File: src/design/fabric_params.svh
// constants of the core memory bus fabric and its conversion trigger path
`ifndef FABRIC_PARAMS_SVH
`define FABRIC_PARAMS_SVH

// bus widths
`define XA_W      24
`define PA_W      21
`define DW_W      16
`define LW_W      32
`define XA_MSB    23

// address segment decode: top byte of the data address
`define SEG_HI    23
`define SEG_LO    16
`define PER_SEG   8'hFF
`define FL_SEG    8'h01

// trigger timer counter width and zero value, and the zero upper half of 16-bit reads
`define TRG_W     16
`define TRG_ZERO  16'h0000
`define HALF_ZERO 16'h0000

`endif

File: src/design/fabric_pkg.sv
// types of the core memory bus fabric
`include "fabric_params.svh"
package fabric_pkg;

    // access size driven by the core with each primary access
    typedef enum logic [1:0] {SZ_BYTE, SZ_WORD, SZ_LONG} acc_size_e;

    // target of a primary data access
    typedef enum logic [1:0] {TGT_RAM, TGT_FLASH, TGT_PER} tgt_e;

    // trigger timer state in the delayed mode
    typedef enum logic {TRG_IDLE, TRG_DELAY} trig_st_e;

    // whole state of the fabric
    typedef struct packed {
        logic [`PA_W-1:0]  pm_addr;
        logic              pm_rd;
        logic              pm_wr;
        logic [`DW_W-1:0]  pm_wdata;
        logic              pm_pend;
        logic              pm_vld;
        logic [`DW_W-1:0]  pm_rdata;
        logic [`XA_W-1:0]  a_addr;
        acc_size_e         a_size;
        logic [`LW_W-1:0]  a_wdata;
        logic              ram_rd;
        logic              ram_wr;
        logic              fl_rd;
        logic              fl_wr;
        logic              per_rd;
        logic              per_wr;
        tgt_e              a_tgt;
        tgt_e              a_ptgt;
        logic              a_pend;
        logic              a_vld;
        logic [`LW_W-1:0]  a_rdata;
        logic [`XA_W-1:0]  b_addr;
        logic              b_rd;
        logic              b_pend;
        logic              b_vld;
        logic [`DW_W-1:0]  b_rdata;
        logic              hold;
        trig_st_e          tst;
        logic [`TRG_W-1:0] tcnt;
        logic [`TRG_W-1:0] pcnt;
        logic              adc;
    } fabric_s;

endpackage

File: src/design/core_memory_bus_fabric.sv
// core memory bus fabric with conversion trigger timer
`timescale 1ns/1ps
`include "fabric_params.svh"
module core_memory_bus_fabric (
    input  wire logic               clk_i,
    input  wire logic               rst_i,
    // program memory side of the core
    input  wire logic [`PA_W-1:0]   prog_addr_i,
    input  wire logic               prog_rd_i,
    input  wire logic               prog_wr_i,
    output logic      [`DW_W-1:0]   prog_rdata_o,
    output logic                    prog_vld_o,
    // primary data side of the core
    input  wire logic [`XA_W-1:0]   x1_addr_i,
    input  wire logic [1:0]         x1_size_i,
    input  wire logic               x1_rd_i,
    input  wire logic               x1_wr_i,
    input  wire logic [`LW_W-1:0]   x1_wdata_i,
    output logic      [`LW_W-1:0]   x1_rdata_o,
    output logic                    x1_vld_o,
    // secondary data side of the core
    input  wire logic [`XA_W-1:0]   x2_addr_i,
    input  wire logic               x2_rd_i,
    output logic      [`DW_W-1:0]   x2_rdata_o,
    output logic                    x2_vld_o,
    output logic                    stall_o,
    // program memory
    output logic      [`PA_W-1:0]   pm_addr_o,
    output logic                    pm_rd_o,
    output logic                    pm_wr_o,
    output logic      [`DW_W-1:0]   pm_wdata_o,
    input  wire logic [`DW_W-1:0]   pm_rdata_i,
    // data memory, 32-bit primary port and 16-bit secondary port
    output logic      [`XA_W-1:0]   dm_a_addr_o,
    output logic      [1:0]         dm_a_size_o,
    output logic                    dm_a_rd_o,
    output logic                    dm_a_wr_o,
    output logic      [`LW_W-1:0]   dm_a_wdata_o,
    input  wire logic [`LW_W-1:0]   dm_a_rdata_i,
    output logic      [`XA_W-1:0]   dm_b_addr_o,
    output logic                    dm_b_rd_o,
    input  wire logic [`DW_W-1:0]   dm_b_rdata_i,
    // flash array, direct data path
    output logic      [`XA_W-1:0]   fl_addr_o,
    output logic                    fl_rd_o,
    output logic                    fl_wr_o,
    output logic      [`DW_W-1:0]   fl_wdata_o,
    input  wire logic [`DW_W-1:0]   fl_rdata_i,
    // peripheral register bus
    output logic      [`XA_W-1:0]   per_addr_o,
    output logic                    per_rd_o,
    output logic                    per_wr_o,
    output logic      [`DW_W-1:0]   per_wdata_o,
    input  wire logic [`DW_W-1:0]   per_rdata_i,
    // conversion trigger path
    input  wire logic               alt_mode_i,
    input  wire logic               pwm_reload_i,
    input  wire logic [`TRG_W-1:0]  period_i,
    input  wire logic [`TRG_W-1:0]  delay_i,
    output logic                    adc_start_o
);

    fabric_pkg::fabric_s s_r;
    fabric_pkg::fabric_s s_nxt;
    logic [`XA_W-1:0]    a_addr;
    logic [`SEG_HI-`SEG_LO:0] seg;
    fabric_pkg::tgt_e    tgt;
    logic                conflict;

    // ************************************************************
    // primary address shaping and decode
    // ************************************************************

    // byte accesses live in the lower half only
    always_comb begin
        a_addr = x1_addr_i;
        if (fabric_pkg::acc_size_e'(x1_size_i) == fabric_pkg::SZ_BYTE)
            a_addr[`XA_MSB] = 1'b0;
        seg = a_addr[`SEG_HI:`SEG_LO];
        if (seg == `PER_SEG)
            tgt = fabric_pkg::TGT_PER;
        else if (seg == `FL_SEG)
            tgt = fabric_pkg::TGT_FLASH;
        else
            tgt = fabric_pkg::TGT_RAM;
    end

    // a ram write and a secondary read of the same word would race
    // inside the memory, so the secondary read is pushed back a cycle
    assign conflict = x1_wr_i && x2_rd_i && !s_r.hold
                      && tgt == fabric_pkg::TGT_RAM
                      && (x2_addr_i == a_addr
                          || (fabric_pkg::acc_size_e'(x1_size_i)
                              == fabric_pkg::SZ_LONG
                              && x2_addr_i[`XA_W-1:1]
                                 == a_addr[`XA_W-1:1]));

    // ************************************************************
    // next state
    // ************************************************************

    // strobes are one-cycle pulses; reads return two cycles later
    always_comb begin
        s_nxt        = s_r;
        s_nxt.pm_rd  = 1'b0;
        s_nxt.pm_wr  = 1'b0;
        s_nxt.ram_rd = 1'b0;
        s_nxt.ram_wr = 1'b0;
        s_nxt.fl_rd  = 1'b0;
        s_nxt.fl_wr  = 1'b0;
        s_nxt.per_rd = 1'b0;
        s_nxt.per_wr = 1'b0;
        s_nxt.b_rd   = 1'b0;
        s_nxt.hold   = 1'b0;
        s_nxt.adc    = 1'b0;
        // read return: same latency for ram, flash and peripherals
        s_nxt.pm_pend = s_r.pm_rd;
        s_nxt.pm_vld  = s_r.pm_pend;
        if (s_r.pm_pend)
            s_nxt.pm_rdata = pm_rdata_i;
        s_nxt.a_pend = s_r.ram_rd | s_r.fl_rd | s_r.per_rd;
        // target travels with its read, so a back-to-back request to
        // another target cannot steer the returning data
        s_nxt.a_ptgt = s_r.a_tgt;
        s_nxt.a_vld  = s_r.a_pend;
        if (s_r.a_pend) begin
            unique case (s_r.a_ptgt)
                fabric_pkg::TGT_RAM:
                    s_nxt.a_rdata = dm_a_rdata_i;
                fabric_pkg::TGT_FLASH:
                    s_nxt.a_rdata = {`HALF_ZERO, fl_rdata_i};
                default:
                    s_nxt.a_rdata = {`HALF_ZERO, per_rdata_i};
            endcase
        end
        s_nxt.b_pend = s_r.b_rd;
        s_nxt.b_vld  = s_r.b_pend;
        if (s_r.b_pend)
            s_nxt.b_rdata = dm_b_rdata_i;
        // issue: a held secondary read owns the stall cycle
        if (s_r.hold) begin
            s_nxt.b_rd = 1'b1;
        end else begin
            if (prog_rd_i || prog_wr_i) begin
                s_nxt.pm_addr  = prog_addr_i;
                s_nxt.pm_rd    = prog_rd_i;
                s_nxt.pm_wr    = prog_wr_i;
                s_nxt.pm_wdata = x1_wdata_i[`DW_W-1:0];
            end
            if (x1_rd_i || x1_wr_i) begin
                s_nxt.a_addr  = a_addr;
                s_nxt.a_size  = fabric_pkg::acc_size_e'(x1_size_i);
                s_nxt.a_wdata = x1_wdata_i;
                s_nxt.a_tgt   = tgt;
                unique case (tgt)
                    fabric_pkg::TGT_RAM: begin
                        s_nxt.ram_rd = x1_rd_i;
                        s_nxt.ram_wr = x1_wr_i;
                    end
                    fabric_pkg::TGT_FLASH: begin
                        s_nxt.fl_rd = x1_rd_i;
                        s_nxt.fl_wr = x1_wr_i;
                    end
                    default: begin
                        s_nxt.per_rd = x1_rd_i;
                        s_nxt.per_wr = x1_wr_i;
                    end
                endcase
            end
            if (x2_rd_i) begin
                s_nxt.b_addr = x2_addr_i;
                s_nxt.b_rd   = !conflict;
                s_nxt.hold   = conflict;
            end
        end
        // conversion trigger: periodic or delayed from reload sync
        if (!alt_mode_i) begin
            s_nxt.tst = fabric_pkg::TRG_IDLE;
            if (s_r.pcnt == `TRG_ZERO) begin
                s_nxt.pcnt = period_i;
                s_nxt.adc  = 1'b1;
            end else begin
                s_nxt.pcnt = s_r.pcnt - 1'b1;
            end
        end else begin
            s_nxt.pcnt = period_i;
            unique case (s_r.tst)
                fabric_pkg::TRG_IDLE:
                    if (pwm_reload_i) begin
                        s_nxt.tcnt = delay_i;
                        s_nxt.tst  = fabric_pkg::TRG_DELAY;
                    end
                fabric_pkg::TRG_DELAY:
                    if (s_r.tcnt == `TRG_ZERO) begin
                        s_nxt.adc = 1'b1;
                        s_nxt.tst = fabric_pkg::TRG_IDLE;
                    end else begin
                        s_nxt.tcnt = s_r.tcnt - 1'b1;
                    end
            endcase
        end
    end

    // ************************************************************
    // state register
    // ************************************************************

    // everything clears on reset so no strobe leaks out
    always_ff @(posedge clk_i or posedge rst_i) begin
        if (rst_i) begin
            s_r <= '0;
        end else begin
            s_r <= s_nxt;
        end
    end

    // ************************************************************
    // outputs, all straight from the state register
    // ************************************************************

    // shared address and data registers fan out to each target
    assign prog_rdata_o = s_r.pm_rdata;
    assign prog_vld_o   = s_r.pm_vld;
    assign x1_rdata_o   = s_r.a_rdata;
    assign x1_vld_o     = s_r.a_vld;
    assign x2_rdata_o   = s_r.b_rdata;
    assign x2_vld_o     = s_r.b_vld;
    assign stall_o      = s_r.hold;
    assign pm_addr_o    = s_r.pm_addr;
    assign pm_rd_o      = s_r.pm_rd;
    assign pm_wr_o      = s_r.pm_wr;
    assign pm_wdata_o   = s_r.pm_wdata;
    assign dm_a_addr_o  = s_r.a_addr;
    assign dm_a_size_o  = s_r.a_size;
    assign dm_a_rd_o    = s_r.ram_rd;
    assign dm_a_wr_o    = s_r.ram_wr;
    assign dm_a_wdata_o = s_r.a_wdata;
    assign dm_b_addr_o  = s_r.b_addr;
    assign dm_b_rd_o    = s_r.b_rd;
    assign fl_addr_o    = s_r.a_addr;
    assign fl_rd_o      = s_r.fl_rd;
    assign fl_wr_o      = s_r.fl_wr;
    assign fl_wdata_o   = s_r.a_wdata[`DW_W-1:0];
    assign per_addr_o   = s_r.a_addr;
    assign per_rd_o     = s_r.per_rd;
    assign per_wr_o     = s_r.per_wr;
    assign per_wdata_o  = s_r.a_wdata[`DW_W-1:0];
    assign adc_start_o  = s_r.adc;
endmodule

File: config.mk
export PLATFORM = sky130hd
export DESIGN_NAME = core_memory_bus_fabric
export DESIGN_NICKNAME = d
export VERILOG_FILES = /design/src/design/fabric_pkg.sv /design/src/design/core_memory_bus_fabric.sv
export VERILOG_INCLUDE_DIRS = /design/src /design/src/design
export SDC_FILE = /design/constraint.sdc
export NUM_CORES = 1
export LEC_CHECK = 0
export BUFFER_PORTS_ARGS = -buffer_cell sky130_fd_sc_hd__buf_2
export CAP_MARGIN = 20
export CORE_AREA = 2 2 199 201
export DETAILED_ROUTE_END_ITERATION = 8
export DIE_AREA = 0 0 201 203
export SLEW_MARGIN = 5
export SYNTH_ARGS = -nofsm -noshare
export SYNTH_HDL_FRONTEND = slang
export SYNTH_SLANG_ARGS = --single-unit
export TNS_END_PERCENT = 5
File: constraint.sdc
create_clock -name clk_i -period 21.7 [get_ports clk_i]
set_input_delay 2.17 -clock clk_i [delete_from_list [all_inputs] [get_ports clk_i]]
set_output_delay 2.17 -clock clk_i [all_outputs]
set_load 0.02 [all_outputs]
==> run_results.csv, run 1 <==
group,metric,value,unit
floorplanning,start_util,0.3136,
setup_path,reg2reg_slack,18.87,ns
setup_path,end_kind,"output port",
setup_path,reg2reg_depth,7,
sta,period_share,0.1647,
pwr,p_per_area,87.00,nW/um^2
global_route,grt_max_degree,106,
final_layout,mostFrequentLayoutCell,"buf_2",
floorplanning,dieArea,40800,sq um
cts,postCtsSetupBuffers,0,
setup_path,path_buf_inv,1,
floorplanning,fp.dieW,201,um
routing,drc_errors,0,
yosys,yosysUniqueCellTypes,55,
setup_path,worstPathCellList,"buf_2",
cts,clockBufferDepth,3,
global_route,grt_pass1_wl,48.17,mm
cts,h-tree-depth,1,
pwr,power,0.001244,W
yosys,ys_seq_area_frac,0.4916,
cts,clk_latency,0.55,ns
global_route,grt_overflow,0,
setup_path,cp_top_family,"flip-flops",
sta,worstMarginPinSlew,1.007,ns
sta,rsz0062_at_grt,"no",
setup_path,slowest_delay,0.62,ns
global_route,antenna_found_initial,0,
routing,first_pass_iters,5,
placement,portBuffers,516,
setup_path,r2r_end,"s_r[25]",
floorplanning,io-pin-count,517,
cts,cts_hold_buf,0,
cts,ctsResizeCount,0,
cts,clk_pin_slew,0.06,ns
setup_path,critical_path_class,"flop to output port",
pwr,peakVddDrop,0.05582,mV
yosys,synth_nets,1308,
cts,cts-root-buf,"clkbuf_16",
global_route,grt_pass1_vias,8434,
routing,postRouteAntennaNets,0,
floorplanning,rows,72,
sta,fin_setup_tns,0,ns
routing,wl,31.77,mm
final_layout,fin_area,14300,sq um
yosys,synth_top_flop_cell,"dfrtp_1",
final_layout,drive_gt1_frac,0.5608,
outcome,status,"completed",
sta,period_needed,3.573,ns
yosys,synth_top_area_frac,0.4916,
sta,setup_violations,0,
routing,num_vias,8272,
placement,hpwl,24.29,mm
final_layout,syn2layout_area_growth,18.53,%
worst_hold_path,whs_endpoint,"s_r[112]",
setup_path,worst_setup_path_start_kind,"flop",
yosys,synth-seq-cells,237,
sta,finalHoldViolCount,0,
worst_hold_path,whs_path_depth,0,
cts,cts_tree,"built",
worst_hold_path,hp-class,"flop to flop",
floorplanning,die_y,203,um
setup_path,cp_data_required_time,19.53,ns
setup_path,reg2reg_from,"s_r[17]",
floorplanning,core_area,38470,sq um
yosys,async_flop_share,1.000,
sta,drv_slew,0,
worst_hold_path,min_from,"s_nxt[112]",
setup_path,worstPathMaxFanout,8,
yosys,synth_area,12060,sq um
yosys,ys_top_cells_by_area,"dfrtp_1, buf_4, mux2_2",
routing,wl_per_cell,17.09,um
routing,via_per_inst,4.450,
placement,gp_congestion,0.8918,
sta,skew,0.01913,ns
final_layout,diodes,0,
yosys,synth_largest_area_cell,"dfrtp_1",
yosys,syn_inst,1065,
final_layout,layout_common_cells,"buf_2, dfrtp_1, mux2_2",
routing,drtIter0Drc,305,
setup_path,crit_slowest_cell,"dfrtp_1",
cts,clock_sinks,237,
flow_run,maxCapViolCount,0,
yosys,synth_edf_count,0,
global_route,grt_use_total,0.1493,
placement,place_area,13290,sq um
setup_path,worstPathArrival,1.40,ns
yosys,synth_area_per_cell,11.33,sq um
sta,slew_headroom,0.3259,
pwr,leakagePower,6.723,nW
yosys,synth.yosys.warnings,0,
final_layout,fin_util,0.3717,
final_layout,layout.nets,1565,
cts,numCtsBuffers,28,
sta,max_freq,279.9,MHz
[sequential cells by signal, summed over array words and instances, names as in the netlist, 5 cells and up]
signal        cells
dm_a_addr_o      24
s_r              35
dm_b_addr_o      24
pm_wdata_o       16
s_nxt             5
x1_rdata_o       32
pm_addr_o        21
x2_rdata_o       16
prog_rdata_o     16
dm_a_wdata_o     32
[cell type report]
type                            count  area, sq um
Clock buffer                       43        898.4
Clock inverter                      6        86.33
Fill cell                        3822        24170
Inverter                           31        123.9
Multi-Input combinational cell    498         3935
Sequential cell                   237         5931
Tap cell                          518        648.1
Timing Repair Buffer              526         2678
[logic make-up after synthesis]
group	Yosys count	synth area share
DFF	237	0.4916
xor gates and xnor gates	35	0.02541
adders and majority gates	3	0.003112
and+or+nand+nor	167	0.07011
buffers and inverters	330	0.1850
AOI/OAI and AO/OA	107	0.05321
muxes	186	0.1715
[routing by layer]
metal | share of wire | global-route usage | wire length, um | vias up
met3 | 0.074 | 0.03483 | 2349 | 48
li1 | - | - | - | 3858
met4 | 0.027 | 0.05079 | 858 | 0
met5 | 0 | 0 | 0 | -
met2 | 0.50 | 0.2573 | 15850 | 362
met1 | 0.40 | 0.1838 | 12710 | 4004
[Yosys cell counts (all sizes together), types with 6 or more instances]
cell type  instances
buf              274
dfrtp            237
mux2             166
nand2             55
o21ai             42
nor2              41
xnor2             31
inv               30
a21oi             25
clkbuf            25
mux2i             20
nor2b             13
nor3              11
nand4              8
o31ai              7
a31oi              6
nand3              6
nor4               6
nor4b              6
[per-stage QoR]
step	hold WS, ns	std cells	worst slack (ns)
after CTS	0.3711	1858	18.07
after detailed placement	0.3716	1809	17.85
after global routing	0.3795	1859	18.07
after floorplan	0.3519	1065	13.03
after global placement	0.3609	1809	17.87
final	0.3667	1859	18.13
[where the power goes]
| part | total, W | internal, W | leakage, nW | switching [W] |
|---|---|---|---|---|
| clock network | 0.000489 | 0.000306 | 0.486 | 0.000183 |
| logic | 0.000235 | 0.0000966 | 3.45 | 0.000138 |
| registers | 0.000521 | 0.000486 | 2.79 | 0.0000352 |
| total | 0.00124 | 0.000888 | 6.72 | 0.000356 |
[how the worst max path moves through the flow]
stage	from	to	slack, ns	cells after the start
2_1_floorplan	rst_i	adc_start_o	13.03	1
3_3_place_gp	rst_i	x2_rdata_o[0]	17.87	3
3_5_place_dp	rst_i	x2_rdata_o[5]	17.85	3
4_1_cts	stall_o	stall_o	18.07	1
5_1_grt	stall_o	stall_o	18.07	1
6_report	stall_o	stall_o	18.13	1
No activity file was read; power rests on OpenSTA's default activity.
==> inputs of run 2 (changes only) <==
==> constraint.sdc (replaced) <==
create_clock -name clk_i -period 3.4 [get_ports clk_i]
set_input_delay 0.34 -clock clk_i [delete_from_list [all_inputs] [get_ports clk_i]]
set_output_delay 0.34 -clock clk_i [all_outputs]
set_load 0.02 [all_outputs]
==> run_results.csv, run 2 (same netlist as run 1, synthesis figures left out) <==
group,metric,value,unit
final_layout,fin_area,15010,sq um
final_layout,drive_gt1_frac,0.5353,
final_layout,largest_register_ffs,35,
routing,num_vias,8565,
global_route,grt_pass1_vias,8961,
cts,numCtsBuffers,28,
routing,drtIter0Drc,330,
pwr,intPower,0.005692,W
cts,h-tree-depth,1,
global_route,grt_max_degree,67,
placement,place_area,13380,sq um
setup_path,worstPathArrival,2.72,ns
pwr,p_clk_frac,0.388,
final_layout,layout.nets,1637,
floorplanning,dieArea,40800,sq um
floorplanning,fp.dieW,201,um
global_route,grt_use_total,0.1582,
outcome,status,"completed",
pwr,power.switching,0.002328,W
placement,gp_congestion,0.8835,
cts,cts_tree,"built",
floorplanning,die_y,203,um
sta,rsz0062_at_grt,"no",
sta,max_freq,434.4,MHz
setup_path,cp_data_required_time,3.82,ns
sta,slew_headroom,0.3195,
floorplanning,core_area,38470,sq um
sta,period_needed,2.302,ns
placement,portBuffers,516,
floorplanning,rows,72,
routing,wl,33.41,mm
final_layout,syn2layout_area_growth,24.42,%
routing,first_pass_iters,5,
sta,period_share,0.6771,
cts,cts-root-buf,"clkbuf_16",
sta,whs,0.03798,ns
setup_path,cp_top_family,"flip-flops",
routing,via_per_inst,4.426,
routing,wl_per_cell,17.27,um
final_layout,fin_util,0.3902,
routing,postRouteAntennaNets,0,
pwr,p_per_area,534.3,nW/um^2
floorplanning,io-pin-count,517,
placement,hpwl,24.81,mm
sta,worstMarginPinSlew,1.021,ns
final_layout,mostFrequentLayoutCell,"buf_2",
setup_path,crit_slowest_cell,"dfrtp_1",
setup_path,worst_setup_path_start_kind,"flop",
setup_path,path_common_cell,"nor4b_1",
sta,drv_slew,0,
cts,clockBufferDepth,3,
cts,clk_latency,0.54,ns
setup_path,critical_path_class,"flop to flop",
pwr,combPwrFrac,0.196,
sta,setup_slack,1.098,ns
floorplanning,start_util,0.3136,
pwr,power_frac_seq,0.416,
global_route,grt_pass1_wl,50.85,mm
routing,drc_errors,0,
sta,finalHoldViolCount,0,
flow_run,maxCapViolCount,0,
final_layout,final_cells,1935,
pwr,leakagePower,7.024,nW
final_layout,largest_register,"s_r",
sta,skew,0.01293,ns
placement,pre_cts_slack,1.126,ns
placement,dp.cells,1817,
pwr,peakVddDrop,0.3676,mV
pwr,swShare,0.2903,
setup_path,worstPathCellList,"nor4b_1, nand3_1, o21ai_1, buf_4, nor4b_1, a211o_1",
final_layout,layout_common_cells,"buf_2, dfrtp_1, mux2_2",
setup_path,worstPathMaxFanout,30,
cts,clk_pin_slew,0.06,ns
worst_hold_path,hp-class,"input port to flop",
cts,clock_sinks,237,
global_route,grt_overflow,0,
setup_path,end_kind,"flop",
sta,setup_violations,0,
setup_path,path_buf_inv,1,
cts,postCtsSetupBuffers,0,
global_route,antenna_found_initial,1,
setup_path,slowest_delay,0.94,ns
-- run 2: cell type report --
type	instances	area, sq um
Fill cell	3748	23460
Sequential cell	237	5931
Multi-Input combinational cell	498	3930
Timing Repair Buffer	598	3408
Clock buffer	41	830.8
Tap cell	518	648.1
Clock inverter	11	140.1
Inverter	31	120.1
Antenna cell	1	2.502
-- run 2: what timing repair did --
action	in CTS	in global routing
hold buffers	63	1
hold endpoints to repair	63	11
gates resized for setup	0	0
-- run 2: path summary, 6_finish.rpt --
check / start / to / slack (ns) / cells after the start
worst min-delay path: x1_wdata_i[26] / dm_a_wdata_o[26] / 0.04 / 2
worst min register to register: pm_rd_o / s_nxt[196] / 0.37 / 0
worst max-delay path: s_r[33] / s_r[20] / 1.10 / 6
min in group asynchronous: rst_i / s_r[30] / 0.36 / 3
max in group asynchronous: rst_i / pm_wdata_o[11] / 2.14 / 5
worst max register to register: s_r[33] / s_r[20] / 1.10 / 6
-- run 2: power by group through the flow --
stage	registers (W)	clock network, W	logic [W]
2_1_floorplan	0.00331	0	0.00133
3_3_place_gp	0.00337	0	0.00151
3_5_place_dp	0.00338	0	0.00153
4_1_cts	0.00333	0.00322	0.00159
5_1_grt	0.00338	0.00333	0.00170
6_report	0.00333	0.00311	0.00157
-- run 2: through the flow --
| stage | TNS (ns) | total power, W |
|---|---|---|
| floorplan | -10.87 | 0.004642 |
| global placement | 0 | 0.004879 |
| detailed placement | 0 | 0.004903 |
| CTS | 0 | 0.008137 |
| global route | 0 | 0.008403 |
| finish | 0 | 0.008021 |
-- run 2: metal layers --
| metal | global-route usage | up-vias | part of all wire |
|---|---|---|---|
| met5 | 0 | - | 0 |
| met4 | 0.05529 | 0 | 0.033 |
| met3 | 0.04270 | 61 | 0.072 |
| met2 | 0.2779 | 371 | 0.50 |
| met1 | 0.1861 | 4125 | 0.40 |
| li1 | - | 4008 | - |
